==> config.mk <==
export PLATFORM = sky130hd
export DESIGN_NAME = nand_feature_regs
export DESIGN_NICKNAME = d
export VERILOG_FILES = /design/src/shared/nand_feature_pkg.sv /design/src/rtl/nand_feature_regs.sv
export SDC_FILE = /design/constraint.sdc
export NUM_CORES = 1
export LEC_CHECK = 0
export BUFFER_PORTS_ARGS = -buffer_cell sky130_fd_sc_hd__buf_4
export CAP_MARGIN = 20
export CORE_ASPECT_RATIO = 2
export CORE_MARGIN = 2
export CORE_UTILIZATION = 45
export DETAILED_ROUTE_END_ITERATION = 10
export SYNTH_ARGS = -nofsm -noshare
export SYNTH_HDL_FRONTEND = slang
export SYNTH_SLANG_ARGS = --single-unit
export TNS_END_PERCENT = 30
==> constraint.sdc <==
create_clock -name clk_i -period 3.58 [get_ports clk_i]
set_input_delay 0.179 -clock clk_i [delete_from_list [all_inputs] [get_ports clk_i]]
set_output_delay 0.179 -clock clk_i [all_outputs]
set_load 0.05 [all_outputs]
==> src/shared/nand_feature_pkg.sv <==
`default_nettype none

package nand_feature_pkg;

  // ----------------------------------------------------------------
  // link opcodes and register selectors
  // ----------------------------------------------------------------
  localparam logic [7:0] OP_GET        = 8'h0F;
  localparam logic [7:0] OP_SET        = 8'h1F;
  localparam logic [7:0] OP_WREN       = 8'h06;
  localparam logic [7:0] OP_WRDI       = 8'h04;
  localparam logic [7:0] OP_SOFT_RESET = 8'hFF;
  localparam logic [7:0] ADDR_PROTECT  = 8'hA0;
  localparam logic [7:0] ADDR_FEATURE  = 8'hB0;
  localparam logic [7:0] ADDR_STATUS   = 8'hC0;
  localparam logic [7:0] ADDR_DRIVE    = 8'hD0;
  localparam logic [7:0] ADDR_EXT_STAT = 8'hF0;
  localparam logic [2:0] BIT_LAST      = 3'h7;

  // ----------------------------------------------------------------
  // field positions
  // ----------------------------------------------------------------
  localparam int POS_GUARD      = 7;
  localparam int POS_LEVEL_HI   = 5;
  localparam int POS_LEVEL_LO   = 3;
  localparam int POS_INVERT     = 2;
  localparam int POS_COMPLEMENT = 1;
  localparam int POS_OTP_LOCK   = 7;
  localparam int POS_OTP_ACCESS = 6;
  localparam int POS_ECC_ON     = 4;
  localparam int POS_FREEZE     = 3;
  localparam int POS_QUAD       = 0;
  localparam int POS_DRIVE_HI   = 6;
  localparam int POS_DRIVE_LO   = 5;

  // ----------------------------------------------------------------
  // types
  // ----------------------------------------------------------------
  typedef enum logic [1:0] {
    ST_CMD  = 2'b00,
    ST_ADDR = 2'b01,
    ST_DATA = 2'b10,
    ST_SKIP = 2'b11
  } link_state_e;

  typedef struct packed {
    logic       guard;
    logic [2:0] level;
    logic       invert;
    logic       complement;
  } protect_s;

  typedef struct packed {
    logic otp_lock;
    logic otp_access;
    logic ecc_on;
    logic freeze;
    logic quad;
  } feature_s;

  typedef struct packed {
    logic [1:0] result;
    logic [1:0] count;
  } ecc_s;

  // ----------------------------------------------------------------
  // values after power-on reset
  // ----------------------------------------------------------------
  localparam protect_s PROTECT_RST = '{guard: 1'h0, level: 3'h7, invert: 1'h0,
                                       complement: 1'h0};
  localparam feature_s FEATURE_RST = '{otp_lock: 1'h0, otp_access: 1'h0, ecc_on: 1'h1,
                                       freeze: 1'h0, quad: 1'h0};
  localparam ecc_s     ECC_CLEAR   = '{result: 2'h0, count: 2'h0};
  localparam logic [1:0] DRIVE_RST = 2'h0;

endpackage

`default_nettype wire

==> src/rtl/nand_feature_regs.sv <==
`timescale 1ns/1ps
`default_nettype none

// What this block does
// - 0FH reads, 1FH writes, selector byte follows
// - status read-only; write latch set by 06H
// - settings hold until rewritten, survive soft reset
// - A0/B0/D0 read-write, C0/F0 read-only
// - guard high and protect pin low blocks A0
// - one-time lock non-volatile, rest volatile
// - four-line transfers only while quad allowed
// - guard powers up 0, soft reset keeps
// - levels power up 1, selectors 0
// - correction enable powers up as 1
// - correction applied per enable bit
// - freeze blocks protection bits until power cycle
// - freeze reads 0 after power-on
// - correction fields cleared on soft reset, read start
// - correction fields loaded after valid read
// - correction fields meaningless when correction off
// - power-on fields show block 0 page 0
// - write latch set/cleared; gates program, erase
// - running flag while array or reset busy
// - program fault set on fail, cleared
// - result codes: 00 clean, 01 fixed, 10 lost
module nand_feature_regs (
  input  wire logic                       clk_i,
  input  wire logic                       rst_n_i,
  input  wire logic                       ce_i,
  input  wire logic                       sclk_i,
  input  wire logic                       cs_n_i,
  input  wire logic                       mosi_i,
  input  wire logic                       wp_n_i,
  output logic                            miso_o,
  output logic                            miso_oe_n_o,
  input  wire logic                       otp_lock_nv_i,
  input  wire nand_feature_pkg::ecc_s     page0_ecc_i,
  input  wire logic                       array_busy_i,
  input  wire logic                       read_start_i,
  input  wire logic                       read_done_i,
  input  wire nand_feature_pkg::ecc_s     read_ecc_i,
  input  wire logic                       program_exec_i,
  input  wire logic                       program_fail_i,
  input  wire logic                       erase_start_i,
  input  wire logic                       erase_fail_i,
  input  wire logic                       block_protected_i,
  output nand_feature_pkg::protect_s      protect_o,
  output nand_feature_pkg::feature_s      feature_o,
  output logic [1:0]                      drive_sel_o,
  output logic                            write_permit_o,
  output logic                            soft_reset_o
);
  import nand_feature_pkg::*;

  // ----------------------------------------------------------------
  // pin synchronisers
  // ----------------------------------------------------------------
  logic [2:0] sclk_q_reg;
  logic [1:0] cs_q_reg;
  logic [1:0] mosi_q_reg;
  logic [1:0] wp_q_reg;

  always_ff @(posedge clk_i) begin
    if (!rst_n_i) begin
      sclk_q_reg <= 3'h0;
      cs_q_reg   <= 2'h3;
      mosi_q_reg <= 2'h0;
      wp_q_reg   <= 2'h3;
    end else if (ce_i) begin
      sclk_q_reg <= {sclk_q_reg[1:0], sclk_i};
      cs_q_reg   <= {cs_q_reg[0], cs_n_i};
      mosi_q_reg <= {mosi_q_reg[0], mosi_i};
      wp_q_reg   <= {wp_q_reg[0], wp_n_i};
    end
  end

  logic sclk_rise;
  logic sclk_fall;
  logic cs_active;
  logic mosi_bit;
  logic wp_low;

  assign sclk_rise = sclk_q_reg[1] & ~sclk_q_reg[2];
  assign sclk_fall = ~sclk_q_reg[1] & sclk_q_reg[2];
  assign cs_active = ~cs_q_reg[1];
  assign mosi_bit  = mosi_q_reg[1];
  assign wp_low    = ~wp_q_reg[1];

  // ----------------------------------------------------------------
  // link byte framing
  // ----------------------------------------------------------------
  link_state_e state_reg;
  logic [2:0]  bit_cnt_reg;
  logic [7:0]  shift_reg;
  logic [7:0]  op_reg;
  logic [7:0]  addr_reg;
  logic [7:0]  rx_byte;
  logic        byte_done;

  assign rx_byte   = {shift_reg[6:0], mosi_bit};
  assign byte_done = cs_active & ce_i & sclk_rise & (bit_cnt_reg == BIT_LAST);

  always_ff @(posedge clk_i) begin
    if (!rst_n_i) begin
      state_reg   <= ST_CMD;
      bit_cnt_reg <= 3'h0;
      shift_reg   <= 8'h00;
      op_reg      <= 8'h00;
      addr_reg    <= 8'h00;
    end else if (ce_i) begin
      if (!cs_active) begin
        state_reg   <= ST_CMD;
        bit_cnt_reg <= 3'h0;
      end else if (sclk_rise) begin
        shift_reg   <= rx_byte;
        bit_cnt_reg <= bit_cnt_reg + 3'h1;
        if (bit_cnt_reg == BIT_LAST) begin
          case (state_reg)
            ST_CMD: begin
              op_reg    <= rx_byte;
              state_reg <= (rx_byte == OP_GET || rx_byte == OP_SET) ? ST_ADDR : ST_SKIP;
            end
            ST_ADDR: begin
              addr_reg  <= rx_byte;
              state_reg <= ST_DATA;
            end
            // one data byte per write; reads keep repeating
            ST_DATA: state_reg <= (op_reg == OP_SET) ? ST_SKIP : ST_DATA;
            default: state_reg <= state_reg;
          endcase
        end
      end
    end
  end

  logic       cmd_byte;
  logic       wr_commit;
  logic       rd_reload;
  logic       soft_rst;
  logic [7:0] rd_sel;

  assign cmd_byte  = byte_done & (state_reg == ST_CMD);
  assign wr_commit = byte_done & (state_reg == ST_DATA) & (op_reg == OP_SET);
  assign rd_reload = byte_done & (op_reg == OP_GET)
                     & (state_reg == ST_ADDR || state_reg == ST_DATA);
  assign soft_rst  = cmd_byte & (rx_byte == OP_SOFT_RESET);
  assign rd_sel    = (state_reg == ST_ADDR) ? rx_byte : addr_reg;

  // ----------------------------------------------------------------
  // register state
  // ----------------------------------------------------------------
  protect_s   protect_reg;
  feature_s   feature_reg;
  ecc_s       ecc_reg;
  logic [1:0] drive_reg;
  logic       boot_reg;
  logic       wel_reg;
  logic       p_fail_reg;
  logic       e_fail_reg;
  logic       busy_reg;
  logic       bps_reg;
  logic       soft_reset_reg;
  logic       protect_wr_ok;

  // guard with protect pin low refuses the write
  assign protect_wr_ok = !(protect_reg.guard && wp_low) && !feature_reg.freeze;

  // first enabled cycle after release restores non-volatile state
  always_ff @(posedge clk_i) begin
    if (!rst_n_i) begin
      boot_reg <= 1'h1;
    end else if (ce_i) begin
      boot_reg <= 1'h0;
    end
  end

  // power-on defaults, untouched by soft reset
  always_ff @(posedge clk_i) begin
    if (!rst_n_i) begin
      protect_reg <= PROTECT_RST;
    end else if (ce_i && wr_commit && addr_reg == ADDR_PROTECT && protect_wr_ok) begin
      protect_reg.guard      <= rx_byte[POS_GUARD];
      protect_reg.level      <= rx_byte[POS_LEVEL_HI:POS_LEVEL_LO];
      protect_reg.invert     <= rx_byte[POS_INVERT];
      protect_reg.complement <= rx_byte[POS_COMPLEMENT];
    end
  end

  always_ff @(posedge clk_i) begin
    if (!rst_n_i) begin
      feature_reg <= FEATURE_RST;
    end else if (ce_i) begin
      if (boot_reg) begin
        // lock bit restored from non-volatile store
        feature_reg.otp_lock <= otp_lock_nv_i;
      end else if (wr_commit && addr_reg == ADDR_FEATURE) begin
        // lock and freeze only ever set; clearing needs power cycle
        feature_reg.otp_lock   <= feature_reg.otp_lock | rx_byte[POS_OTP_LOCK];
        feature_reg.otp_access <= rx_byte[POS_OTP_ACCESS];
        feature_reg.ecc_on     <= rx_byte[POS_ECC_ON];
        feature_reg.freeze     <= feature_reg.freeze | rx_byte[POS_FREEZE];
        feature_reg.quad       <= rx_byte[POS_QUAD];
      end
    end
  end

  always_ff @(posedge clk_i) begin
    if (!rst_n_i) begin
      drive_reg <= DRIVE_RST;
    end else if (ce_i && wr_commit && addr_reg == ADDR_DRIVE) begin
      drive_reg <= rx_byte[POS_DRIVE_HI:POS_DRIVE_LO];
    end
  end

  // latch set only by command, set wins
  always_ff @(posedge clk_i) begin
    if (!rst_n_i) begin
      wel_reg <= 1'h0;
    end else if (ce_i) begin
      if (cmd_byte && rx_byte == OP_WREN) begin
        wel_reg <= 1'h1;
      end else if ((cmd_byte && rx_byte == OP_WRDI) || soft_rst) begin
        wel_reg <= 1'h0;
      end
    end
  end

  // fault flags, set wins over clear
  always_ff @(posedge clk_i) begin
    if (!rst_n_i) begin
      p_fail_reg <= 1'h0;
      e_fail_reg <= 1'h0;
    end else if (ce_i) begin
      if (program_fail_i) begin
        p_fail_reg <= 1'h1;
      end else if (program_exec_i || soft_rst) begin
        p_fail_reg <= 1'h0;
      end
      if (erase_fail_i) begin
        e_fail_reg <= 1'h1;
      end else if (erase_start_i || soft_rst) begin
        e_fail_reg <= 1'h0;
      end
    end
  end

  // fields still tracked with correction off
  always_ff @(posedge clk_i) begin
    if (!rst_n_i) begin
      ecc_reg <= ECC_CLEAR;
    end else if (ce_i) begin
      if (boot_reg) begin
        ecc_reg <= page0_ecc_i;
      end else if (read_done_i) begin
        ecc_reg <= read_ecc_i;
      end else if (read_start_i || soft_rst) begin
        ecc_reg <= ECC_CLEAR;
      end
    end
  end

  // busy includes the soft reset cycle
  always_ff @(posedge clk_i) begin
    if (!rst_n_i) begin
      busy_reg       <= 1'h0;
      bps_reg        <= 1'h0;
      soft_reset_reg <= 1'h0;
    end else if (ce_i) begin
      busy_reg       <= array_busy_i | soft_rst;
      bps_reg        <= block_protected_i;
      soft_reset_reg <= soft_rst;
    end
  end

  // ----------------------------------------------------------------
  // read path
  // ----------------------------------------------------------------
  logic [7:0] read_data;

  always_comb begin
    case (rd_sel)
      ADDR_PROTECT:  read_data = {protect_reg.guard, 1'b0, protect_reg.level,
                                  protect_reg.invert, protect_reg.complement, 1'b0};
      ADDR_FEATURE:  read_data = {feature_reg.otp_lock, feature_reg.otp_access, 1'b0,
                                  feature_reg.ecc_on, feature_reg.freeze, 2'b00,
                                  feature_reg.quad};
      ADDR_STATUS:   read_data = {2'b00, ecc_reg.result, p_fail_reg, e_fail_reg,
                                  wel_reg, busy_reg};
      ADDR_DRIVE:    read_data = {1'b0, drive_reg, 5'b00000};
      ADDR_EXT_STAT: read_data = {2'b00, ecc_reg.count, bps_reg, 3'b000};
      default:       read_data = 8'h00;
    endcase
  end

  logic [7:0] tx_reg;
  logic       miso_reg;
  logic       oe_n_reg;

  // reload each byte so status polling sees fresh busy state
  always_ff @(posedge clk_i) begin
    if (!rst_n_i) begin
      tx_reg   <= 8'h00;
      miso_reg <= 1'h0;
      oe_n_reg <= 1'h1;
    end else if (ce_i) begin
      if (rd_reload) begin
        tx_reg <= read_data;
      end else if (cs_active && sclk_fall) begin
        tx_reg   <= {tx_reg[6:0], tx_reg[7]};
        miso_reg <= tx_reg[7];
      end
      oe_n_reg <= ~(cs_active && state_reg == ST_DATA && op_reg == OP_GET);
    end
  end

  // ----------------------------------------------------------------
  // outputs
  // ----------------------------------------------------------------
  // quad and correction enables steer the engines
  assign protect_o      = protect_reg;
  assign feature_o      = feature_reg;
  assign drive_sel_o    = drive_reg;
  assign write_permit_o = wel_reg;
  assign soft_reset_o   = soft_reset_reg;
  assign miso_o         = miso_reg;
  assign miso_oe_n_o    = oe_n_reg;
endmodule

`default_nettype wire

== Word-level counts from Yosys, hierarchy flattened ==
Index checks and enable logic that the tools add are counted.
Operators by class
  $add $sub $neg: 1
  equality and inequality tests: 18
  mux-type cells: 23
  bitwise gates (word level): 21
  reduce and logical (&&, ||, !) cells: 43
Operators by type and width (count)
  8-bit == test, second input constant: 9
  8-bit one-hot mux with 5 select lines: 1
  8-bit two-way mux: 3
  8-bit by 3-bit == test with 1-bit output, second input constant: 2
  8-bit by 4-bit == test with 1-bit output, second input constant: 2
  8-bit by 5-bit == test with 1-bit output, second input constant: 2
  2-bit AND reduction: 7
  2-bit nonzero test: 7
  1-bit logical AND: 12
  4-bit two-way mux: 3
  1-bit AND: 11
  3-bit AND reduction: 3
  1-bit two-way mux: 8
  2-bit two-way mux: 4
  4-bit AND reduction: 2
  1-bit NOT: 7
  1-bit logical OR: 6
  3-bit two-way mux: 2
  2-bit one-hot mux with 3 select lines: 1
  5-bit two-way mux: 1
  5-bit AND reduction: 1
  4-bit nonzero test: 1
  3-bit by 1-bit adder with 3-bit output, second input constant: 1
  3-bit == test, second input constant: 1
  other kinds (6): 9
Storage, ports and cells
  flip-flop bits (word level): 71
  input port bits: 24
  output and inout bits: 17
  word-level logic and storage cells: 137

== Depth between registers and ports, before layout ==
Gate-level depths: netlist of the first run.
  depth after elaboration: 10
  depth in mapped cells: 9
  depth with buffers taken out: 7

== Least setup slack after synthesis of the first run ==
No wires, ideal clock.
  path type: reg2reg
  start point: register state_reg[1]
  end point: register tx_reg[5]
  setup time: 117 ps
  arrival: 1931 ps
  required time: 3463 ps
  setup slack: 1532 ps
  cell stages (with the launch flop): 9
  path buffers: 1
  clock period less this slack: 2048 ps
  cells stage by stage: dfxtp_1 > inv_1 > ha_1 > clkbuf_1 > mux2i_1 > mux2_2 > nand3_1 > o2111ai_1 > and4b_1
Between the ends
  cells in the longest elaborated chain, start to end: 5
  elaborated cells between the ends (all ways): 14
  classes of those cells: eq/ne (7); mux (3); bitwise (1); reduce/logical (3)
RTL lines
  start, declared: RTL line nand_feature_regs.sv:92  | link_state_e state_reg;
  start signal, assigned: RTL line nand_feature_regs.sv:121  | state_reg <= (rx_byte == OP_GET || rx_byte == OP_SET) ? ST_ADDR : ST_SKIP;
  start signal, assigned: RTL line nand_feature_regs.sv:128  | ST_DATA: state_reg <= (op_reg == OP_SET) ? ST_SKIP : ST_DATA;
  start signal, assigned: RTL line nand_feature_regs.sv:129  | default: state_reg <= state_reg;
  2-bit by 1-bit == test with 1-bit output or 2-bit == test (tied branches): RTL line nand_feature_regs.sv:145, nand_feature_regs.sv:147
  8-bit two-way mux or 1-bit logical OR (tied branches)
  8-bit == test or 1-bit AND (tied branches): RTL line nand_feature_regs.sv:281, nand_feature_regs.sv:145
  8-bit one-hot mux with 5 select lines or 2-bit nonzero test (tied branches)
  8-bit two-way mux or 2-bit AND reduction (tied branches)
  end signal, assigned: RTL line nand_feature_regs.sv:307  | tx_reg <= read_data;
  end signal, assigned: RTL line nand_feature_regs.sv:309  | tx_reg <= {tx_reg[6:0], tx_reg[7]};
  end, declared: RTL line nand_feature_regs.sv:295  | logic [7:0] tx_reg;
Parallel ways exist; a longest one is shown, timed or not.
A chain may end at the register's enable or synchronous reset.

== Worst setup path after layout of the first run ==
Same ends and word-level chain as after synthesis.

==> run summary, run 1 <==
Peak supply drop: 370 uV
Initial DRC count: 142
Buffers and inverters on the worst path: 1
Nets: 433
Critical Path Sink Type: flip-flop
CTS max path bufs: 2
Syn Area/Cell: 9.17 um^2
Commonest cells in the netlist: dfxtp_1, mux2i_1, nand2_1
CORE AREA: 7490 um^2
Dpl cell area: 3780 um^2
Worst Skew: 0.00585 ns
Fmax: 380 MHz
Mapped Nets: 404
Power share of the sequential group: 42.9%
Largest net degree at the start of global routing: 74
Switching power: 0.373 mW
Syn Inst Count: 375
Critical path type: flip-flop to flip-flop
Vias in the first global route: 2782
Critical path launch point type: flip-flop
Top post-synthesis cells by area: dfxtp_1, mux2i_1, nor2b_1, nand2_1, a21boi_0
Yosys top cell by area: dfxtp_1
Overflow after GRT: 0
Drt first pass iters: 4
Final setup fails: 0
Fin util: 55.0%
CP peak stage delay: 0.55 ns
Result of the run: completed
Asr flop ratio synth: 0%
RSZ-0062 raised after global routing: false
Tcrit/Tclk final: 73.5%
Hpwl dp: 6140 um
Slew headroom: 55.0%
Post-synth EDFFs: 0
Sink count of the clock tree: 71
DRC: 0
Yosys top cell area share: 41.4%
Synth cell types: 53
Leakage: 1.63 nW
Post-route ant nets: 0
Clock power share: 52.9%
Final Max Slew Viols: 0
Diodes inserted: 0
Root Buffer: clkbuf_16
Starting Density: 45.9%
H-tree depth: 3
Flops & latches, synth: 71
Max Cap Violations: 0
WL final: 8750 um
Hold crit path type: input pin to flip-flop
Post-CTS Setup Bufs: 0
First-pass GRT wire length: 14400 um
Die area: 8400 um^2
Area Growth Syn to Fin: 19.7%
Crit-path max FO: 12
Final Non-Filler Cells: 502
Clock Latency Late Sink: 0.33 ns
Critical Path AT: 2.85 ns
Io pins: 41
Critical-path cell list: inv_1, ha_1, mux2_2, a2bb2oi_1, o211ai_1, o21ai_0, and4b_1
Top FF cell, synth: dfxtp_1
Sw Share: 19.7%
WL per Instance: 17.4 um
Layout cells sized above 1: 17.6%
Tmin final: 2.63 ns
Design area: 4120 um^2
Top-count cell post-synth: dfxtp_1
DR vias: 2823
Die H: 128 um
Req. time, crit path: 3.80 ns
Combinational fraction of design power: 4.2%
Setup_tns: 0 ns
CTS tree: done
Warnings from Yosys: 0
Pwr dens: 461 nW/um^2
Row Count: 45
Top delay family on crit path: compound AO/OA/AOI/OAI gates
Post-CTS sizing: 0
Placed Cells: 487
Gr usage total: 22.6%
Die X: 65.8 um
Clock transition at path regs: 0.05 ns
Worst slew pin tran: 0.670 ns
Final Hold Viols: 0
Via-to-Cell Ratio: 5.62
P_int: 1.52 mW
Cell area after synthesis: 3440 um^2
# hold bufs at CTS: 0
Number of port buffers: 40
Initial antenna violation count: 0
Seq/Total Area, Yosys: 41.4%
CP max stage cell: o211ai_1
GP Congestion: 0.873
CTS Buf Count: 9
[power groups by stage]
stage	combinational, mW	sequential, mW	clock [mW]
2_1_floorplan	0.0485	0.830	0
3_3_place_gp	0.0776	0.832	0
3_5_place_dp	0.0794	0.832	0
4_1_cts	0.0801	0.815	1.03
5_1_grt	0.0872	0.816	1.06
6_report	0.0793	0.815	1.00
[layout make-up]
cell class | instances | area [um^2]
Tap cell | 94 | 118
Sequential cell | 71 | 1420
Clock buffer | 10 | 229
Multi-Input combinational cell | 271 | 1890
Fill cell | 700 | 3370
Timing Repair Buffer | 43 | 323
Inverter | 8 | 30.0
Clock inverter | 5 | 108
[stage by stage]
step	power, mW	hold WS, ns	setup slack (ns)
floorplan	0.879	0.307	1.53
global placement	0.909	0.398	1.14
detailed placement	0.911	0.401	1.01
CTS	1.92	0.0566	1.01
global route	1.97	0.0688	0.737
finish	1.90	0.0689	0.950
[layout by cell type (no fill, tap or decap), types with 4 or more instances in the layout]
cell        n
dfxtp_1    71
buf_4      43
nand2_1    40
mux2i_1    40
nor2b_1    37
nor2_1     20
nand3_1    15
o21ai_0    13
a21boi_0   11
clkbuf_16   9
inv_1       8
nand2b_1    7
a21oi_1     6
or4_1       5
and3_1      5
ha_1        5
and2_1      4
a221o_1     4
mux2_2      4
o221a_2     4
[path summary, 6_finish.rpt]
check                                    to  cells after the start    startpoint  slack (ns)
worst max-delay path              tx_reg[5]                      7  state_reg[1]        0.95
worst min-delay path            cs_q_reg[0]                      3        cs_n_i        0.07
worst max register to register    tx_reg[5]                      7  state_reg[1]        0.95
worst min register to register    tx_reg[4]                      2    ecc_reg[0]        0.47
[logic make-up after synthesis]
group,share of synthesized area (%)
simple gates,26.1
flops,41.4
compound gates,14.0
mux,13.0
buf+inv,3.75
fa+ha+maj,1.82
[worst min-delay path, cell delays in order]
cell and delay (ns):
buf_4 0.08, mux2i_1 0.05, nand2_1 0.06
[metal layers]
metal	routed length (um)	track usage, %
met1	3830	28.5
met2	4500	37.1
met5	0	0
met3	310	3.70
met4	116	10.5
Note: power is estimated with default switching activity, not from simulation.
==> run 2, diff against run 1 <==
- clock period: 3.58 -> 2.5 ns (I/O delays scaled with it)
==> run 2 against run 1 <==
Compared with the run above:
- clock-buffer cell count is 5 higher
- sequential cell count stayed put
- highest routed layer unchanged
- first-iteration DRC count is 23% higher
==> run summary, run 2 (synthesized netlist as in run 1, its figures left out) <==
Result of the run: completed
Number of port buffers: 40 (unchanged)
Final setup fails: 0 (unchanged)
Final Max Slew Viols: 0 (unchanged)
H-tree depth: 3 (unchanged)
Diodes inserted: 0 (unchanged)
Critical Path Sink Type: flip-flop
CTS max path bufs: 2 (unchanged)
Worst slew pin tran: 0.626 ns (-0.0435 ns)
Setup_tns: 0 ns (unchanged)
CORE AREA: 7490 um^2 (unchanged)
Tot Pwr: 2.46 mW (+30%)
Root Buffer: clkbuf_16
DRC: 0 (unchanged)
Post-CTS sizing: 0 (unchanged)
Tcrit/Tclk final: 90.0% (+17 points)
Gr usage total: 22.8% (+0.12 points)
Hpwl dp: 6360 um (+3.5%)
Sink count of the clock tree: 71 (unchanged)
Nets: 445 (+2.8%)
Commonest non-fill, non-tap cell in the layout: dfxtp_1
R2r setup slk: 0.25 ns (-0.70 ns)
WL final: 8760 um (+0.11%)
Drt first pass iters: 5 (+1)
Die area: 8400 um^2 (unchanged)
Fin util: 55.4% (+0.42 points)
Clock Latency Late Sink: 0.33 ns (about the same)
Starting Density: 45.9% (unchanged)
Vias in the first global route: 2907 (+4.5%)
Leakage: 1.67 nW (+2.1%)
Die H: 128 um (unchanged)
Final worst setup slack: 0.250 ns (-0.700 ns)
Max Cap Violations: 0 (unchanged)
WL per Instance: 17.1 um (-2.2%)
Tmin final: 2.25 ns (-0.380 ns)
Largest net degree at the start of global routing: 44 (-41%)
Slew headroom: 58.3% (+3.2 points)
GP Congestion: 0.948 (+8.6%)
Req. time, crit path: 2.72 ns (-1.08 ns)
RSZ-0062 raised after global routing: false
Overflow after GRT: 0 (unchanged)
Pwr dens: 594 nW/um^2 (+29%)
Critical path type: flip-flop to flip-flop
Post-route ant nets: 0 (unchanged)
# hold bufs at CTS: 0 (unchanged)
DP Worst Slack: 0.271 ns (-0.735 ns)
Critical path launch point type: flip-flop
CTS tree: done
Fmax: 444 MHz (+17%)
Via-to-Cell Ratio: 5.68 (+1.0%)
Post-CTS Setup Bufs: 0 (unchanged)
Worst Skew: 0.00453 ns (-0.00133 ns)
Io pins: 41 (unchanged)
Clock transition at path regs: 0.05 ns (about the same)
Initial antenna violation count: 0 (unchanged)
Critical Path AT: 2.47 ns (-0.38 ns)
Fillers: 700 (unchanged)
Crit-path max FO: 8 (-4)
Die X: 65.8 um (unchanged)
DR vias: 2920 (+3.4%)
Most frequent cells in the layout: dfxtp_1, buf_4, nand2_1, mux2i_1, nor2b_1
Layout cells sized above 1: 19.5% (+1.9 points)
Row Count: 45 (unchanged)
First-pass GRT wire length: 14600 um (+1.3%)
Peak supply drop: 536 uV (+45%)
Min Hold Slack: 0.0139 ns (-0.0550 ns)
Initial DRC count: 174 (+23%)
Hold crit path type: input pin to flip-flop
Final Hold Viols: 0 (unchanged)
CTS Buf Count: 9 (unchanged)
Area Growth Syn to Fin: 20.6%
run 2: critical path, cell delays in order, from the launching register on:
cell       delay (ns)
dfxtp_1          0.33
inv_1            0.08
ha_1             0.21
mux2_2           0.43
a2bb2oi_1        0.16
o211ai_1         0.53
o21ai_0          0.17
and4b_1          0.23
run 2: report_power, final:
group / total (mW) / internal (mW) / switching, mW / leakage, nW
clock: 1.18 / 0.748 / 0.431 / 0.136
combinational: 0.118 / 0.0637 / 0.0541 / 0.956
sequential: 1.17 / 1.15 / 0.0149 / 0.576
total: 2.46 / 1.96 / 0.500 / 1.67
run 2: stage by stage:
stage                     std cells  area [um^2]
final                           514         4150
after global routing            514         4150
after CTS                       514         4150
after detailed placement        499         3870
after global placement          499         3870
after floorplan                 375         3440
run 2: path summary, 6_finish.rpt:
kind / start / endpoint / cells after the start
min reg2reg: cs_q_reg[0] / cs_q_reg[0] / 2
min: cs_n_i / cs_q_reg[0] / 3
max reg2reg: state_reg[1] / tx_reg[5] / 7
max: state_reg[1] / tx_reg[5] / 7
run 2: routing by layer:
layer  GRT usage, %  routed length [um]  up-vias
met4           12.7                 301        0
met2           36.6                4310       92
met1           28.1                3760     1391
met3           4.05                 389       20
met5              0                   0        -
li1               -                   -     1417
run 2: area by class of cell:
class                      count  area (um^2)  share of cell area (%)
clock buffer                  15          278                    6.70
inverter                       8         30.0                   0.724
multi-input combinational    271         1890                    45.5
sequential                    71         1420                    34.3
tap                           94          118                    2.84
timing repair buffer          55          413                    9.96
==> run 3, diff against run 2 <==
- CORE_MARGIN: 2 -> 1.5
- HOLD_SLACK_MARGIN: unset -> 0.1
==> run 3 against run 2 <==
Compared with the run above:
- die area down 2.3%
- wire length up 4.0%
- global-route usage up 1.2 points
- via count down 0.79%
- utilization up 2.4 points
- worst setup slack worse by 0.033 ns
- final cell count up 0.97%
- highest routed layer unchanged
- critical path depth unchanged
- register-to-register slack worse by 0.03 ns
==> run summary, run 3 (synthesized netlist as in run 1, its figures left out) <==
Result of the run: completed
Row Count: 44 (-2.2%)
Req. time, crit path: 2.73 ns (about the same)
Dpl cell area: 3860 um^2 (-0.26%)
Crit-path max FO: 8 (unchanged)
Root Buffer: clkbuf_16
Layout cells sized above 1: 19.9% (+0.38 points)
Critical Path Sink Type: flip-flop
Top delay family on crit path: compound AO/OA/AOI/OAI gates
Diodes inserted: 0 (unchanged)
Design area: 4230 um^2 (+2.0%)
Worst Skew: 0.00452 ns (-0.00000888 ns)
Leakage: 1.70 nW (+1.8%)
Commonest non-fill, non-tap cell in the layout: dfxtp_1
Tmin final: 2.28 ns (+0.0332 ns)
Clock Latency Late Sink: 0.34 ns (about the same)
Sink count of the clock tree: 71 (unchanged)
Starting Density: 46.9% (+1.0 points)
Final Max Slew Viols: 0 (unchanged)
First-pass GRT wire length: 14800 um (+1.5%)
Post-CTS sizing: 0 (unchanged)
Nets: 451 (+1.3%)
Global routing's busiest layer: met2
Worst slew pin tran: 0.672 ns (+0.0456 ns)
Via-to-Cell Ratio: 5.58 (-1.7%)
RSZ-0062 raised after global routing: false
Post-CTS Setup Bufs: 0 (unchanged)
Hold Crit Start: array_busy_i
Final Hold Viols: 0 (unchanged)
Die X: 64.8 um (-1.5%)
Io pins: 41 (unchanged)
CP max stage cell: mux2_2
Most frequent cells in the layout: dfxtp_1, buf_4, nand2_1, mux2i_1, nor2b_1
CTS tree: done
Area Growth Syn to Fin: 23.0%
Tcrit/Tclk final: 91.3% (+1.3 points)
CP peak stage delay: 0.46 ns (-0.07 ns)
Peak supply drop: 515 uV (-3.9%)
Pwr dens: 608 nW/um^2 (+2.3%)
Die area: 8200 um^2 (-2.3%)
Met3 Use GR: 4.70% (+0.65 points)
CTS Buf Count: 9 (unchanged)
Fin util: 57.7% (+2.4 points)
CTS max path bufs: 2 (unchanged)
WL final: 9110 um (+4.0%)
H-tree depth: 3 (unchanged)
Final setup fails: 0 (unchanged)
DRC: 0 (unchanged)
Largest net degree at the start of global routing: 74 (+68%)
WL per Instance: 17.6 um (+3.0%)
Setup_tns: 0 ns (unchanged)
R2r startpoint: state_reg[1]
CP startpoint: state_reg[1]
Hpwl dp: 6610 um (+4.0%)
Critical Path AT: 2.51 ns (+0.04 ns)
Max Cap Violations: 0 (unchanged)
DR vias: 2897 (-0.79%)
Critical-path cell list: inv_1, ha_1, mux2_2, a2bb2oi_1, o211ai_1, o21ai_0, and4b_1
Clock transition at path regs: 0.06 ns (about the same)
Vias in the first global route: 2908 (+0.034%)
Drt first pass iters: 4 (-1)
Number of port buffers: 40 (unchanged)
Initial DRC count: 210 (+21%)
Buffers and inverters on the worst path: 1 (unchanged)
Hold crit path type: input pin to flip-flop
Die H: 127 um (-0.78%)
M1 GR Usage: 25.9% (-2.2 points)
Fmax: 438 MHz (-1.5%)
GP Congestion: 0.876 (-7.6%)
Initial antenna violation count: 0 (unchanged)
Gr usage total: 24.0% (+1.2 points)
# hold bufs at CTS: 7 (+7)
Critical path launch point type: flip-flop
Overflow after GRT: 0 (unchanged)
M2 GR Usage: 42.5% (+5.9 points)
Post-route ant nets: 0 (unchanged)
Critical path type: flip-flop to flip-flop
CORE AREA: 7320 um^2 (-2.2%)
Slew headroom: 55.2% (-3.0 points)
[run 3: cell types whose count changed in the layout (fill, tap and decap cells not counted), sizes merged]
cell / change
buf: -1
clkinv: +3
bufinv: +1
clkbuf: -5
dlygate4sd3: +7
clkinvlp: +2
[run 3: where the power goes]
group          switching, mW  total [mW]  internal [mW]
logic                 0.0559       0.126         0.0701
registers             0.0177        1.17           1.15
clock network          0.482        1.27          0.793
[run 3: worst paths after layout]
check	slack, ns	depth (start not counted)	end
max	0.22	7	tx_reg[5]
min reg2reg	0.48	2	wp_q_reg[1]
max reg2reg	0.22	7	tx_reg[5]
min	0.13	3	busy_reg
[run 3: layout make-up]
class / instances / area, um^2
clock buffer: 10 / 239
inverter: 8 / 30.0
sequential: 71 / 1420
clock inverter: 6 / 60.1
tap: 92 / 115
fill: 708 / 3090
timing repair buffer: 61 / 475
multi-input combinational: 271 / 1890
[run 3: per-stage QoR]
stage | hold WS, ns | setup slack (ns) | total power [mW] | instances
after floorplan | 0.253 | 0.452 | 1.26 | 375
after global placement | 0.346 | 0.324 | 1.31 | 496
after detailed placement | 0.350 | 0.278 | 1.31 | 496
after CTS | 0.130 | 0.254 | 2.59 | 519
after global routing | 0.171 | 0.0897 | 2.66 | 519
final | 0.126 | 0.217 | 2.57 | 519
[run 3: worst reg2reg max path: stages (launching register included)]
cell and delay (ns):
dfxtp_1 0.32, inv_1 0.08, ha_1 0.29, mux2_2 0.46, a2bb2oi_1 0.17, o211ai_1 0.46
o21ai_0 0.18, and4b_1 0.22
[run 3: routing by layer]
layer / wire, um / up-vias
li1: - / 1428
met1: 3640 / 1399
met2: 4850 / 47
met3: 225 / 23
met4: 394 / 0
met5: 0 / -
